**src/rtl/pbc_pkg.sv**
```systemverilog
// package: constants and types for the psram refresh, burst rom, card block
// Notes on behaviour
// - auto-refresh runs when mode select is 0 and refresh enable is 1
// - timer counts up from its current value once a clock is selected
// - count equal to period raises a request, clears count, keeps counting
// - refresh line held asserted for the programmed assert cycles
// - precharge cycles pass after refresh before chip enable returns
// - auto-refresh keeps running in normal, sleep and manual reset
// - mode select and enable both 1 hold the refresh line low
// - no psram access while self-refresh is active
// - clearing mode select ends self-refresh, then precharge cycles block access
// - self-refresh persists through normal, sleep, standby and manual reset
// - burst rom keeps chip select low and only steps the address
// - beats: 4/8/16 for 8-bit, 4/8 for 16-bit, 4 for 32-bit
// - wait sampled on first beat only with wait states, always later
// - with zero wait states later burst beats still take two cycles
// - card bits make area 5 memory card, area 6 memory and io card
// - memory card areas offer page-mode burst reads when enabled
// - card areas run 8 or 16 bits wide from their width field
// - lower 32 Mbyte of a card area runs memory card cycles
// - card timing sets setup and hold around the strobes
// - card cycles take software and pin waits like basic cycles
// - area 3 is psram when memory type field is 001
// - refresh waits for the running cycle; a newer request replaces it
// - area 6 addresses 1A000000 to 1BFFFFFF run io card cycles
package pbc_pkg;

  localparam int ADDR_W = 29;
  localparam int EXT_W = 26;
  localparam int AREA_MSB = 28;
  localparam int AREA_LSB = 26;
  localparam int CARD_BIT = 25;
  localparam int CT_SETUP_LSB = 0;
  localparam int CT_HOLD_LSB = 2;

  localparam logic [2:0] MEM_TYPE_PSRAM = 3'h1;
  localparam logic [2:0] AREA_ROM0 = 3'h0;
  localparam logic [2:0] AREA_PSRAM = 3'h3;
  localparam logic [2:0] AREA_C5 = 3'h5;
  localparam logic [2:0] AREA_C6 = 3'h6;
  localparam logic [ADDR_W-1:0] IO_LO = 29'h1A00_0000;
  localparam logic [ADDR_W-1:0] IO_HI = 29'h1BFF_FFFF;

  // burst field codes and bus width codes
  localparam logic [1:0] BST_NONE = 2'h0;
  localparam logic [1:0] BST_4 = 2'h1;
  localparam logic [1:0] BST_8 = 2'h2;
  localparam logic [1:0] BST_16 = 2'h3;
  localparam logic [1:0] WID_8 = 2'h1;
  localparam logic [1:0] WID_16 = 2'h2;
  localparam logic [1:0] WID_32 = 2'h3;
  localparam logic [4:0] BEATS_1 = 5'h01;
  localparam logic [4:0] BEATS_4 = 5'h04;
  localparam logic [4:0] BEATS_8 = 5'h08;
  localparam logic [4:0] BEATS_16 = 5'h10;

  // refresh clock select: 0 stops, others divide the bus clock
  localparam logic [2:0] CKS_STOP = 3'h0;
  localparam logic [12:0] DIV_TAB [8] = '{13'h0001, 13'h0004, 13'h0010,
    13'h0040, 13'h0100, 13'h0400, 13'h0800, 13'h1000};

  // reset values
  localparam logic PIN_NEG = 1'b1;
  localparam logic [7:0] CNT_RST = 8'h00;
  localparam logic [12:0] PRE_RST = 13'h0000;

  typedef enum logic [2:0] {
    ST_IDLE = 3'b000,
    ST_REF_ON = 3'b001,
    ST_REF_PC = 3'b010,
    ST_SETUP = 3'b011,
    ST_STROBE = 3'b100,
    ST_HOLD = 3'b101
  } pbc_state_e;

endpackage

```
**src/rtl/pbc_tmr_if.sv**
```systemverilog
`timescale 1ns/10ps
// interface between the controller and its refresh timer
interface pbc_tmr_if;
  logic [2:0] cks;
  logic [7:0] period;
  logic load;
  logic [7:0] load_val;
  logic [7:0] count;
  logic match;
  modport timer (input cks, period, load, load_val, output count, match);
  modport ctrl (output cks, period, load, load_val, input count, match);
endinterface

```
**src/rtl/pbc_ctrl.sv**
```systemverilog
`timescale 1ns/10ps
// psram refresh, burst rom and card cycle controller (top)
module pbc_ctrl
  import pbc_pkg::*;
(
  // clock and reset
  input wire logic clock,
  input wire logic resetn,
  // refresh configuration
  input wire logic refresh_mode_select,
  input wire logic refresh_enable,
  input wire logic [2:0] refresh_clock_select,
  input wire logic [7:0] refresh_period_constant,
  input wire logic refresh_count_load,
  input wire logic [7:0] refresh_count_value,
  input wire logic [2:0] refresh_assert_cycles,
  input wire logic [1:0] precharge_cycles,
  input wire logic [2:0] memory_type_select,
  // area configuration
  input wire logic [1:0] area0_burst_beats,
  input wire logic [1:0] area5_burst_beats,
  input wire logic [1:0] area6_burst_beats,
  input wire logic [1:0] rom_bus_width,
  input wire logic area5_card_select,
  input wire logic area6_card_select,
  input wire logic [1:0] area5_bus_width,
  input wire logic [1:0] area6_bus_width,
  input wire logic [3:0] card_timing_reg,
  input wire logic [2:0] wait_control_two,
  // access request
  input wire logic req_valid,
  input wire logic req_write,
  input wire logic [ADDR_W-1:0] req_addr,
  output logic req_done,
  // external bus pins
  input wire logic wait_n,
  output logic [EXT_W-1:0] ext_addr,
  output logic area0_select_n,
  output logic area5_select_n,
  output logic area5_upper_enable_n,
  output logic area6_select_n,
  output logic area6_upper_enable_n,
  output logic psram_ce_n,
  output logic output_enable_refresh_line_n,
  output logic rd_n,
  output logic wr_n,
  output logic card_io_cycle,
  output logic bus_is_16,
  // status
  output logic refresh_request,
  output logic self_refresh_active,
  output logic psram_blocked,
  output logic [7:0] refresh_timer_count
);
  pbc_tmr_if tmr ();
  logic wait_s;

  pbc_sync2 #(.W(1), .RST(PIN_NEG)) u_wait_sync (
    .clock(clock),
    .resetn(resetn),
    .d(wait_n),
    .q(wait_s)
  );

  pbc_refresh_timer u_timer (
    .clock(clock),
    .resetn(resetn),
    .bus(tmr)
  );

  // timer configuration straight from software bits
  assign tmr.cks = refresh_clock_select;
  assign tmr.period = refresh_period_constant;
  assign tmr.load = refresh_count_load;
  assign tmr.load_val = refresh_count_value;
  assign refresh_timer_count = tmr.count;

  // mode decode
  logic psram_mode, auto_ok, self_ok;
  assign psram_mode = memory_type_select == MEM_TYPE_PSRAM;
  assign auto_ok = psram_mode && refresh_enable && !refresh_mode_select;
  assign self_ok = psram_mode && refresh_enable && refresh_mode_select;

  // request decode
  logic [2:0] req_area;
  logic req_psram, card_area, req_card, req_io;
  logic [1:0] req_bst, req_w;
  logic [4:0] req_beats;
  logic [2:0] req_step;

  function automatic logic [4:0] beats_of(input logic [1:0] b,
                                          input logic [1:0] w);
    logic [1:0] e;
    e = b;
    if (w == WID_32 && b != BST_NONE) begin
      e = BST_4;
    end
    if (w == WID_16 && b == BST_16) begin
      e = BST_8;
    end
    case (e)
      BST_4: beats_of = BEATS_4;
      BST_8: beats_of = BEATS_8;
      BST_16: beats_of = BEATS_16;
      default: beats_of = BEATS_1;
    endcase
  endfunction

  // classify the incoming address
  always_comb begin
    req_area = req_addr[AREA_MSB:AREA_LSB];
    req_psram = psram_mode && req_area == AREA_PSRAM;
    card_area = (req_area == AREA_C5 && area5_card_select)
             || (req_area == AREA_C6 && area6_card_select);
    req_io = req_area == AREA_C6 && area6_card_select
          && req_addr >= IO_LO && req_addr <= IO_HI;
    req_card = card_area && (!req_addr[CARD_BIT] || req_io);
    if (req_area == AREA_ROM0) begin
      req_bst = area0_burst_beats;
    end else if (req_area == AREA_C5) begin
      req_bst = area5_burst_beats;
    end else if (req_area == AREA_C6) begin
      req_bst = area6_burst_beats;
    end else begin
      req_bst = BST_NONE;
    end
    // card width is 8 unless the field asks for 16
    if (req_card) begin
      req_w = ((req_area == AREA_C5 ? area5_bus_width : area6_bus_width)
               == WID_16) ? WID_16 : WID_8;
    end else begin
      req_w = rom_bus_width;
    end
    // page bursts on cards are read-only; io cycles never burst
    if (req_write || req_io || req_psram) begin
      req_beats = BEATS_1;
    end else begin
      req_beats = beats_of(req_bst, req_w);
    end
    case (req_w)
      WID_16: req_step = 3'h2;
      WID_32: req_step = 3'h4;
      default: req_step = 3'h1;
    endcase
  end

  // main sequencer state
  pbc_state_e state_q, state_d;
  logic [2:0] cnt_q, cnt_d;
  logic [4:0] bcnt_q, bcnt_d;
  logic first_q, first_d;
  logic [ADDR_W-1:0] addr_q, addr_d;
  logic [2:0] step_q, step_d;
  logic wr_q, wr_d, card_q, card_d, io_q, io_d;
  logic psr_q, psr_d, wide_q, wide_d, done_q, done_d;
  logic ref_start, hold_wait, beat_adv;
  logic [2:0] ws;
  logic [1:0] setup_c, hold_c;

  // refresh and self-refresh flags
  logic pend_q, pend_d, self_q, self_d;
  logic [1:0] xcnt_q, xcnt_d;
  logic blocked;

  assign ws = wait_control_two;
  assign setup_c = card_timing_reg[CT_SETUP_LSB +: 2];
  assign hold_c = card_timing_reg[CT_HOLD_LSB +: 2];
  // first beat samples the pin only with wait states
  assign hold_wait = (first_q ? (ws != 3'h0) : 1'b1) && !wait_s;
  assign beat_adv = state_q == ST_STROBE && cnt_q == 3'h0 && !hold_wait
                 && bcnt_q > BEATS_1;
  assign blocked = self_q || xcnt_q != 2'h0;

  // pending refresh and self-refresh next values
  always_comb begin
    pend_d = pend_q;
    self_d = self_q;
    xcnt_d = xcnt_q;
    if (ref_start) begin
      pend_d = 1'b0;
    end
    // a fresh match merges with one still waiting; set beats clear
    if (tmr.match && auto_ok) begin
      pend_d = 1'b1;
    end
    if (xcnt_q != 2'h0) begin
      xcnt_d = xcnt_q - 2'h1;
    end
    // entry only from idle so no psram cycle is cut short
    if (!self_q && self_ok && state_q == ST_IDLE && !pend_q) begin
      self_d = 1'b1;
    end else if (self_q && !refresh_mode_select) begin
      self_d = 1'b0;
      xcnt_d = precharge_cycles;
    end
  end

  always_ff @(posedge clock or negedge resetn) begin
    if (!resetn) begin
      pend_q <= 1'b0;
      self_q <= 1'b0;
      xcnt_q <= 2'h0;
    end else begin
      pend_q <= pend_d;
      self_q <= self_d;
      xcnt_q <= xcnt_d;
    end
  end

  // sequencer next state
  always_comb begin
    state_d = state_q;
    cnt_d = cnt_q;
    bcnt_d = bcnt_q;
    first_d = first_q;
    addr_d = addr_q;
    step_d = step_q;
    wr_d = wr_q;
    card_d = card_q;
    io_d = io_q;
    psr_d = psr_q;
    wide_d = wide_q;
    done_d = 1'b0;
    ref_start = 1'b0;
    unique case (state_q)
      ST_IDLE: begin
        if (pend_q && !self_q) begin
          ref_start = 1'b1;
          state_d = ST_REF_ON;
          cnt_d = (refresh_assert_cycles == 3'h0) ? 3'h0
                : refresh_assert_cycles - 3'h1;
        end else if (req_valid && !done_q
                     && !(req_psram && (blocked || self_ok))) begin
          addr_d = req_addr;
          wr_d = req_write;
          card_d = req_card;
          io_d = req_io;
          psr_d = req_psram;
          wide_d = req_w == WID_16;
          step_d = req_step;
          bcnt_d = req_beats;
          first_d = 1'b1;
          if (req_card && setup_c != 2'h0) begin
            state_d = ST_SETUP;
            cnt_d = {1'b0, setup_c} - 3'h1;
          end else begin
            state_d = ST_STROBE;
            cnt_d = ws;
          end
        end
      end
      ST_REF_ON: begin
        if (cnt_q != 3'h0) begin
          cnt_d = cnt_q - 3'h1;
        end else if (precharge_cycles != 2'h0) begin
          state_d = ST_REF_PC;
          cnt_d = {1'b0, precharge_cycles} - 3'h1;
        end else begin
          state_d = ST_IDLE;
        end
      end
      ST_REF_PC: begin
        if (cnt_q != 3'h0) begin
          cnt_d = cnt_q - 3'h1;
        end else begin
          state_d = ST_IDLE;
        end
      end
      ST_SETUP: begin
        if (cnt_q != 3'h0) begin
          cnt_d = cnt_q - 3'h1;
        end else begin
          state_d = ST_STROBE;
          cnt_d = ws;
        end
      end
      ST_STROBE: begin
        if (cnt_q != 3'h0) begin
          cnt_d = cnt_q - 3'h1;
        end else if (hold_wait) begin
          state_d = ST_STROBE;
        end else if (beat_adv) begin
          bcnt_d = bcnt_q - 5'h01;
          first_d = 1'b0;
          addr_d = addr_q + ADDR_W'(step_q);
          cnt_d = (ws == 3'h0) ? 3'h1 : ws;
        end else if (card_q && hold_c != 2'h0) begin
          state_d = ST_HOLD;
          cnt_d = {1'b0, hold_c} - 3'h1;
        end else begin
          state_d = ST_IDLE;
          done_d = 1'b1;
        end
      end
      ST_HOLD: begin
        if (cnt_q != 3'h0) begin
          cnt_d = cnt_q - 3'h1;
        end else begin
          state_d = ST_IDLE;
          done_d = 1'b1;
        end
      end
      default: begin
        state_d = ST_IDLE;
      end
    endcase
  end

  always_ff @(posedge clock or negedge resetn) begin
    if (!resetn) begin
      state_q <= ST_IDLE;
      cnt_q <= 3'h0;
      bcnt_q <= BEATS_1;
      first_q <= 1'b0;
      addr_q <= '0;
      step_q <= 3'h1;
      wr_q <= 1'b0;
      card_q <= 1'b0;
      io_q <= 1'b0;
      psr_q <= 1'b0;
      wide_q <= 1'b0;
      done_q <= 1'b0;
    end else begin
      state_q <= state_d;
      cnt_q <= cnt_d;
      bcnt_q <= bcnt_d;
      first_q <= first_d;
      addr_q <= addr_d;
      step_q <= step_d;
      wr_q <= wr_d;
      card_q <= card_d;
      io_q <= io_d;
      psr_q <= psr_d;
      wide_q <= wide_d;
      done_q <= done_d;
    end
  end

  // pin values decoded from next state so pins line up with state_q
  logic [2:0] area_d;
  logic active_d, sel_d, strobe_d;
  logic [EXT_W-1:0] ea_q, ea_d;
  logic s0_q, s0_d, s5_q, s5_d, u5_q, u5_d, s6_q, s6_d, u6_q, u6_d;
  logic ce_q, ce_d, oer_q, oer_d, rd_q, rd_d, wrn_q, wrn_d;
  logic ioc_q, ioc_d, b16_q, b16_d, blk_q, blk_d;
  always_comb begin
    area_d = addr_d[AREA_MSB:AREA_LSB];
    active_d = state_d == ST_SETUP || state_d == ST_STROBE
            || state_d == ST_HOLD;
    strobe_d = state_d == ST_STROBE;
    sel_d = active_d && !psr_d;
    ea_d = addr_d[EXT_W-1:0];
    s0_d = !(sel_d && area_d == AREA_ROM0);
    s5_d = !(sel_d && area_d == AREA_C5);
    u5_d = !(sel_d && area_d == AREA_C5 && card_d && wide_d);
    s6_d = !(sel_d && area_d == AREA_C6);
    u6_d = !(sel_d && area_d == AREA_C6 && card_d && wide_d);
    ce_d = !(active_d && psr_d);
    // shared line: refresh pulse, self-refresh level, or psram read
    oer_d = !(state_d == ST_REF_ON || self_d
              || (strobe_d && psr_d && !wr_d));
    rd_d = !(strobe_d && !wr_d && !psr_d);
    wrn_d = !(strobe_d && wr_d);
    ioc_d = active_d && io_d;
    b16_d = active_d && wide_d;
    blk_d = self_d || xcnt_d != 2'h0;
  end

  always_ff @(posedge clock or negedge resetn) begin
    if (!resetn) begin
      ea_q <= '0;
      s0_q <= PIN_NEG;
      s5_q <= PIN_NEG;
      u5_q <= PIN_NEG;
      s6_q <= PIN_NEG;
      u6_q <= PIN_NEG;
      ce_q <= PIN_NEG;
      oer_q <= PIN_NEG;
      rd_q <= PIN_NEG;
      wrn_q <= PIN_NEG;
      ioc_q <= 1'b0;
      b16_q <= 1'b0;
      blk_q <= 1'b0;
    end else begin
      ea_q <= ea_d;
      s0_q <= s0_d;
      s5_q <= s5_d;
      u5_q <= u5_d;
      s6_q <= s6_d;
      u6_q <= u6_d;
      ce_q <= ce_d;
      oer_q <= oer_d;
      rd_q <= rd_d;
      wrn_q <= wrn_d;
      ioc_q <= ioc_d;
      b16_q <= b16_d;
      blk_q <= blk_d;
    end
  end

  // ports come straight from flops
  assign ext_addr = ea_q;
  assign area0_select_n = s0_q;
  assign area5_select_n = s5_q;
  assign area5_upper_enable_n = u5_q;
  assign area6_select_n = s6_q;
  assign area6_upper_enable_n = u6_q;
  assign psram_ce_n = ce_q;
  assign output_enable_refresh_line_n = oer_q;
  assign rd_n = rd_q;
  assign wr_n = wrn_q;
  assign card_io_cycle = ioc_q;
  assign bus_is_16 = b16_q;
  assign req_done = done_q;
  assign refresh_request = pend_q;
  assign self_refresh_active = self_q;
  assign psram_blocked = blk_q;
endmodule

```
**src/rtl/pbc_sync2.sv**
```systemverilog
`timescale 1ns/10ps
// two flip-flop synchroniser for pin inputs
module pbc_sync2 #(
  parameter int W = 1,
  parameter logic [W-1:0] RST = '0
) (
  // clock and reset
  input wire logic clock,
  input wire logic resetn,
  // data
  input wire logic [W-1:0] d,
  output logic [W-1:0] q
);
  logic [W-1:0] s1_q;
  logic [W-1:0] s2_q;

  // first stage feeds only the second
  always_ff @(posedge clock or negedge resetn) begin
    if (!resetn) begin
      s1_q <= RST;
      s2_q <= RST;
    end else begin
      s1_q <= d;
      s2_q <= s1_q;
    end
  end

  assign q = s2_q;
endmodule

```
**src/rtl/pbc_refresh_timer.sv**
```systemverilog
`timescale 1ns/10ps
// refresh interval timer: prescaler, up counter and period compare
module pbc_refresh_timer
  import pbc_pkg::*;
(
  // clock and reset
  input wire logic clock,
  input wire logic resetn,
  // controller side
  pbc_tmr_if.timer bus
);
  logic [12:0] pre_q, pre_d;
  logic [7:0] cnt_q, cnt_d;
  logic match_q, match_d;
  logic tick;

  // prescaler tick, then count or clear on compare
  always_comb begin
    pre_d = pre_q;
    cnt_d = cnt_q;
    match_d = 1'b0;
    tick = 1'b0;
    if (bus.cks != CKS_STOP) begin
      if (pre_q >= DIV_TAB[bus.cks] - 13'h0001) begin
        pre_d = PRE_RST;
        tick = 1'b1;
      end else begin
        pre_d = pre_q + 13'h0001;
      end
    end else begin
      pre_d = PRE_RST;
    end
    // count resumes from whatever value it holds
    if (tick) begin
      if (cnt_q == bus.period) begin
        cnt_d = CNT_RST;
        match_d = 1'b1;
      end else begin
        cnt_d = cnt_q + 8'h01;
      end
    end
    // software load wins, it restarts the interval
    if (bus.load) begin
      cnt_d = bus.load_val;
    end
  end

  always_ff @(posedge clock or negedge resetn) begin
    if (!resetn) begin
      pre_q <= PRE_RST;
      cnt_q <= CNT_RST;
      match_q <= 1'b0;
    end else begin
      pre_q <= pre_d;
      cnt_q <= cnt_d;
      match_q <= match_d;
    end
  end

  assign bus.count = cnt_q;
  assign bus.match = match_q;
endmodule

```
**config.mk**
```make
export PLATFORM = sky130hd
export DESIGN_NAME = pbc_ctrl
export DESIGN_NICKNAME = d
export VERILOG_FILES = /design/src/rtl/pbc_pkg.sv /design/src/rtl/pbc_tmr_if.sv /design/src/rtl/pbc_ctrl.sv /design/src/rtl/pbc_sync2.sv /design/src/rtl/pbc_refresh_timer.sv
export SDC_FILE = /design/constraint.sdc
export NUM_CORES = 1
export LEC_CHECK = 0
export ABC_AREA = 1
export CAP_MARGIN = 10
export CELL_PAD_IN_SITES_DETAIL_PLACEMENT = 0
export CELL_PAD_IN_SITES_GLOBAL_PLACEMENT = 1
export CORE_UTILIZATION = 35
export CTS_CLUSTER_SIZE = 20
export DETAILED_ROUTE_END_ITERATION = 12
export DONT_BUFFER_PORTS = 1
export PLACE_DENSITY_LB_ADDON = 0.1
export SYNTH_ARGS = -nofsm -noshare
export SYNTH_HDL_FRONTEND = slang
export SYNTH_SLANG_ARGS = --single-unit
```
**constraint.sdc**
```tcl
create_clock -name clock -period 2.4 [get_ports clock]
set_input_delay 0.48 -clock clock [delete_from_list [all_inputs] [get_ports clock]]
set_output_delay 0.48 -clock clock [all_outputs]
set_load 0.01 [all_outputs]
```
# Word-level counts from Yosys, hierarchy flattened
# Memory sizes are Yosys's and may differ from the RTL's.
# Index checks and enable logic that the tools add are counted.
[word_totals]
ff_bits = 116
mem_bits_ro = 104
in_bits = 85
output_inout_bits = 49
mem_count = 1
[memory_table]
columns = ["memory", "words", "word_bits", "read_ports", "rd_ports_with_merged_regs", "write_ports", "line_no", "text"]
rows = [
  ["(name not given)", 8, 13, 1, 0, 0, "pbc_refresh_timer.sv:24", "if (pre_q >= DIV_TAB[bus.cks] - 13'h0001) begin"],
]
[classes]
add_sub_neg = 11
order_cmp = 5
n_eq_ne = 33
mux = 98
n_bitwise = 2
reduce_logical = 95
[ops]
columns = ["operator", "n"]
rows = [
  ["29-bit 2-to-1 mux", 5],
  ["3-bit 2-to-1 mux", 23],
  ["29-bit one-hot mux with 2 select lines", 1],
  ["13-bit 2-to-1 mux", 4],
  ["1-bit logical AND", 42],
  ["1-bit 2-to-1 mux", 36],
  ["5-bit 2-to-1 mux", 6],
  ["3-bit one-hot mux with 5 select lines", 2],
  ["29-bit by 3-bit adder with 29-bit output", 1],
  ["29-bit greater-or-equal comparator, second input constant", 1],
  ["29-bit <= comparator, second input constant", 1],
  ["2-bit 2-to-1 mux", 13],
  ["3-bit equality test, second input constant", 8],
  ["8-bit 2-to-1 mux", 3],
  ["1-bit logical NOT", 19],
  ["3-bit logical NOT", 6],
  ["2-bit nonzero test", 9],
  ["5-bit one-hot mux with 3 select lines", 1],
  ["13-bit by 1-bit adder with 13-bit output, second input constant", 1],
  ["13-bit greater-or-equal comparator", 1],
  ["13-bit by 1-bit subtractor with 13-bit output, second input constant", 1],
  ["2-bit equality test, second input constant", 6],
  ["3-bit by 2-bit equality test with 1-bit output, second input constant", 4],
  ["6-bit AND reduction", 2],
  ["other kinds (26)", 48],
]

# Logic depth before layout (Yosys ltp)
[depth]
ltp_word = 19
depth_mapped = 19

# Hierarchy
# A second synthesis with hierarchy kept.
[unflattened]
hier_cells = 943
area_unflattened_um2 = 6734.0
[by_module_without_submodules]
columns = ["mod", "n_inst", "cells_per_inst", "area_each_um2", "seq_area_each_um2"]
rows = [
  ["pbc_ctrl", 1, 712, 4979.8, 1665.3],
  ["pbc_refresh_timer", 1, 229, 1701.6, 550.5],
  ["pbc_sync2", 1, 2, 52.6, 52.6],
]

# Worst setup path before layout
# OpenSTA, ideal clock, no wires.
[synth_path]
kind = "input to register"
from = "input port refresh_clock_select[1]"
to = "register u_timer.cnt_q[1] (netlist: u_timer.bus.count[1])"
setup_time_ns = 0.125
arrival_time_ns = 2.610
t_required_ns = 2.275
setup_slack_ns = -0.335
stages = 19
path_buffers = 0
path_cell_list = "nor2_1 -> inv_1 -> nor2_1 -> inv_1 -> ha_1 -> inv_1 -> nor2_1 -> inv_1 -> nand2_1 -> o21ai_0 -> ha_1 -> a21oi_1 -> o21ai_0 -> a21oi_1 -> nand3_1 -> nand2_1 -> nand2_1 -> nand3_1 -> nand3_1"
[synth_via]
elab_chain_len = 9
word_cells_on_any_way = 10
classes_between = "add/sub (1); order compare (1); mux (4); bitwise (1); reduce/logical (2); memory (1)"
[synth_lines]
columns = ["element", "line_no", "text"]
rows = [
  ["start, declared", "pbc_ctrl.sv:12", "input wire logic [2:0] refresh_clock_select,"],
  ["3-bit NOT with 4-bit output (implied by the code)", "pbc_refresh_timer.sv:24", ""],
  ["memory 8 x 13 bit", "-", ""],
  ["13-bit 2-to-1 mux (implied by the code) (2 in a row)", "pbc_refresh_timer.sv:24", ""],
  ["13-bit by 1-bit subtractor with 13-bit output", "pbc_refresh_timer.sv:24", ""],
  ["13-bit greater-or-equal comparator", "pbc_refresh_timer.sv:24", ""],
  ["1-bit 2-to-1 mux", "pbc_refresh_timer.sv:24", ""],
  ["1-bit 2-to-1 mux (*)", "pbc_refresh_timer.sv:23", "if (bus.cks != CKS_STOP) begin"],
  ["2-bit nonzero test (no source line) (*)", "-", ""],
  ["end signal, assigned", "pbc_refresh_timer.sv:55", "cnt_q <= cnt_d;"],
  ["end, declared", "pbc_refresh_timer.sv:13", "logic [7:0] cnt_q, cnt_d;"],
]
# Mark *: on every way between the ends. The rest lies on a longest branch, timed or not. The select of a mux whose other input is x is not followed.
# A chain may end at the register's enable or synchronous reset.

# Final worst setup path
[layout_path]
from = "register cnt_q[0]"
to = "register u6_q (netlist: area6_upper_enable_n)"
[layout_via]
word_cells_on_any_way = 27
classes_between = "eq/ne (4); mux (11); reduce/logical (12)"
[layout_lines]
columns = ["element", "line_no", "text"]
rows = [
  ["start, declared", "pbc_ctrl.sv:149", "logic [2:0] cnt_q, cnt_d;"],
  ["start signal, assigned", "pbc_ctrl.sv:325", "cnt_q <= cnt_d;"],
  ["3-bit logical NOT", "pbc_ctrl.sv:170", "assign beat_adv = state_q == ST_STROBE && cnt_q == 3'h0 && !hold_wait"],
  ["1-bit logical AND (2 in a row)", "pbc_ctrl.sv:170", ""],
  ["1-bit logical AND", "pbc_ctrl.sv:171", "&& bcnt_q > BEATS_1;"],
  ["29-bit 2-to-1 mux", "pbc_ctrl.sv:282", "end else if (beat_adv) begin"],
  ["29-bit 2-to-1 mux", "pbc_ctrl.sv:280", "end else if (hold_wait) begin"],
  ["29-bit 2-to-1 mux (*)", "pbc_ctrl.sv:278", "if (cnt_q != 3'h0) begin"],
  ["29-bit one-hot mux with 2 select lines (*)", "pbc_ctrl.sv:225", "unique case (state_q)"],
  ["named net addr_d[27]", "pbc_ctrl.sv:152", "logic [ADDR_W-1:0] addr_q, addr_d;"],
  ["3-bit equality test (*)", "pbc_ctrl.sv:357", "u6_d = !(sel_d && area_d == AREA_C6 && card_d && wide_d);"],
  ["1-bit logical AND (*) (3 in a row)", "pbc_ctrl.sv:357", ""],
  ["1-bit logical NOT (*)", "pbc_ctrl.sv:357", ""],
  ["named net u6_d", "pbc_ctrl.sv:343", "logic s0_q, s0_d, s5_q, s5_d, u5_q, u5_d, s6_q, s6_d, u6_q, u6_d;"],
  ["end signal, assigned", "pbc_ctrl.sv:390", "u6_q <= u6_d;"],
  ["end, declared", "pbc_ctrl.sv:343", ""],
]
# The timed path passes the listed nets; every way through them passes the cells marked *.

==> results.yml <==
status:
  status: "finished, violations left"
  violations: "DRC, hold timing"
placed_design:
  post-place-ws_ns: -0.222
  dpl-instance-area_um2: 7050
  io_buffers: 0
  routabilityCongestion: 0.832
  dpl.hpwl_mm: 15.7
synth:
  mappedNetlistArea_um2: 6590
  syn_inst: 929
  synth-edff-count: 0
  synth_top_area_share: 0.293
  ys_types: 48
  syn_nets: 1044
  synth_largest_area_cell: "dfrtp_1"
  async_reset_ff_frac: 1.00
  synth_top_cells_by_area: "dfrtp_1 29%, nand2_1 11%, o21ai_0 6.3%, inv_1 6.0%, nor2_1 5.7%"
  synth_seq_cells: 90
  synth_area_per_cell_um2: 7.09
  seq_area_frac_synth: 0.344
  ys_warn_count: 0
  synth_flop_cell: "dfrtp_1"
final_layout:
  antenna_cells: 0
  fillerInstances: 1877
  multi_input_area_um2: 3750
  design_area_um2: 7510
  area_growth_pct: 14.0
  seqCellArea_um2: 2270
  drive_gt1_frac: 0.157
  nNetsFinal: 1070
sta:
  worst_pin_slew_ns: 0.715
  rsz0062_at_grt: "no"
  finalCritPeriodShare: 0.936
  hold-worst-slack_ns: -0.0106
  setup_viol: 0
  finalHoldViolations: 9
  slew_headroom: 0.521
  fin_crit_ns: 2.25
  drv_slew: 0
  skew_ns: 0.0157
  layout_setup_ws_ns: 0.154
  clock.fmax_mhz: 445
die:
  die_w_um: 139
  fp-row-count: 49
  coreArea_um2: 18200
  die_y_um: 139
  dieArea_um2: 19400
  start_util: 0.362
  io_pins: 134
grt:
  grt_overflow: 0
  grt_max_degree: 91
  antenna_found_initial: 0
  grt_pass1_vias: 6122
  grt_usage: 0.211
  grt_pass1_wl_mm: 32.0
routing:
  routedWlPerCell_um: 17.2
  drt_wl_total_mm: 20.5
  routed-via-count: 6254
  ant_nets: 0
  firstDrtPassIters: 9
  drc: 10
  viasPerCell: 5.26
  drt_iter0_drc: 318
power:
  p_leak_nw: 3.49
  vdd_ir_drop_max_v: 0.000450
  power_density_nw_per_um2: 1070
critical_path:
  start_kind: "flop"
  critPathBufInv: 2
  path_class: "reg -> reg"
  cp.arrival_ns: 2.53
  slowest_delay_ns: 0.37
  slowest_stage: "dfrtp_1"
  end_kind: "flop"
  required_ns: 2.68
  path_cells: "inv_1 -> ha_1 -> ha_2 -> nand3_2 -> a21oi_4 -> nand2_4 -> buf_4 -> nand2_1 -> nand3_1 -> nand3b_1 -> nand2_1 -> nor2_2 -> nand3_1"
  crit_path_max_fanout: 7
  cp_top_family: "simple AND/OR/NAND/NOR gates"
clocking:
  clk_pin_slew_ns: 0.08
  htree_levels: 3
  clockBufferDepth: 2
  cts_buffers: 9
  clkLatencyLatePin_ns: 0.36
  clkSinkCount: 90
  cts_root_buf: "clkbuf_16"
  cts_tree: "yes"
run:
  maxCapViolCount: 0
worst_hold_path:
  hold_class: "in -> async"
worst paths after layout:
path / startpoint / endpoint / slack, ns / cells past startpoint
worst max-delay path: cnt_q[0] / area6_upper_enable_n / 0.15 / 13
worst min-delay path: resetn / cnt_q[1] / -0.01 / 1
worst max register to register: cnt_q[0] / area6_upper_enable_n / 0.15 / 13
worst min register to register: u_wait_sync.s1_q / u_wait_sync.q / 0.36 / 0
max in group asynchronous: resetn / psram_ce_n / 1.37 / 1
min in group clock: wait_n / u_wait_sync.s1_q / 0.10 / 0
metrics by stage:
stage	total power [mW]	TNS, ns	instances	hold WS [ns]	util
6_report	8.07	0	1189	-0.0106	0.412
5_1_grt	8.70	0	1189	0.0516	0.412
4_1_cts	7.94	0	1182	-0.200	0.403
3_5_place_dp	6.43	-2.76	1166	0.187	0.387
3_3_place_gp	6.35	-1.64	1166	0.187	0.387
2_1_floorplan	5.46	-0.286	929	0.184	-
report_power, final:
part	leakage [nW]	internal [mW]	switching, mW	total, mW
combinational	2.23	1.46	2.39	3.85
clock	0.148	0.776	0.699	1.47
sequential	1.11	2.09	0.649	2.74
total	3.49	4.33	3.74	8.07
repair_timing:
action / in CTS / in global routing
resized for setup: 1 / 22
endpoints found under the setup margin: 4 / 29
buffers inserted: 0 / 5
endpoints found under the hold margin: 90 / 79
pin swaps: 0 / 12
worst register-to-register path: stages (launching register included):
cell	delay, ns
dfrtp_1	0.37
inv_1	0.07
ha_1	0.15
ha_2	0.24
nand3_2	0.12
a21oi_4	0.19
nand2_4	0.14
buf_4	0.19
nand2_1	0.05
nand3_1	0.11
nand3b_1	0.18
nand2_1	0.09
nor2_2	0.16
nand3_1	0.09
layout make-up:
cell class | count | area share
multi-input cells | 679 | 0.499
flip-flops and latches | 90 | 0.302
repair buffers | 59 | 0.0625
inverters | 116 | 0.0585
well taps | 229 | 0.0382
clock buffers | 11 | 0.0337
clock inverters | 5 | 0.00567
routing by layer:
metal	up-vias	part of all wire	global-route usage
met5	-	0	0
met4	0	0.021	0.0766
met3	33	0.058	0.0487
met1	2939	0.46	0.270
met2	163	0.46	0.347
li1	3119	-	-
cell families after synthesis:
group / after synthesis / synth area share
buf+inv: 160 / 0.107
xor+xnor: 32 / 0.0426
simple gates: 439 / 0.295
compound gates: 178 / 0.153
fa+ha+maj: 30 / 0.0581
flops: 90 / 0.344
layout by cell type (no fill, tap or decap), types with 3 or more instances in the layout:
master,netlist,routed
nand2_1,197,191
inv_1,106,103
nor2_1,100,91
o21ai_0,83,79
dfrtp_1,77,77
nand3_1,66,62
buf_4,26,56
a21oi_1,42,41
ha_1,29,26
xor2_1,22,22
nand4_1,20,20
nor3_1,20,19
nor2_2,5,13
dfstp_2,13,13
o211ai_1,12,12
o21ai_1,7,11
o22ai_1,10,10
xnor2_1,10,10
inv_2,7,9
clkbuf_16,0,9
nand2_2,4,7
nand3_2,3,7
or2_2,5,5
nand3b_1,5,5
o221ai_1,5,5
nor2_4,3,4
nor4_1,4,4
nand2_4,0,3
synthesized netlist by cell type, types with 4 or more instances:
cell,number
a21oi_1,42
buf_2,5
buf_4,26
clkbuf_1,12
dfrtp_1,77
dfstp_2,13
ha_1,29
inv_1,106
inv_2,7
nand2_1,197
nand2_2,4
nand3_1,66
nand3b_1,5
nand4_1,20
nor2_1,100
nor2_2,5
nor3_1,20
nor4_1,4
o211ai_1,12
o21ai_0,83
o21ai_1,7
o221ai_1,5
o22ai_1,10
or2_2,5
xnor2_1,10
xor2_1,22
No activity file was read; power rests on OpenSTA's default activity.
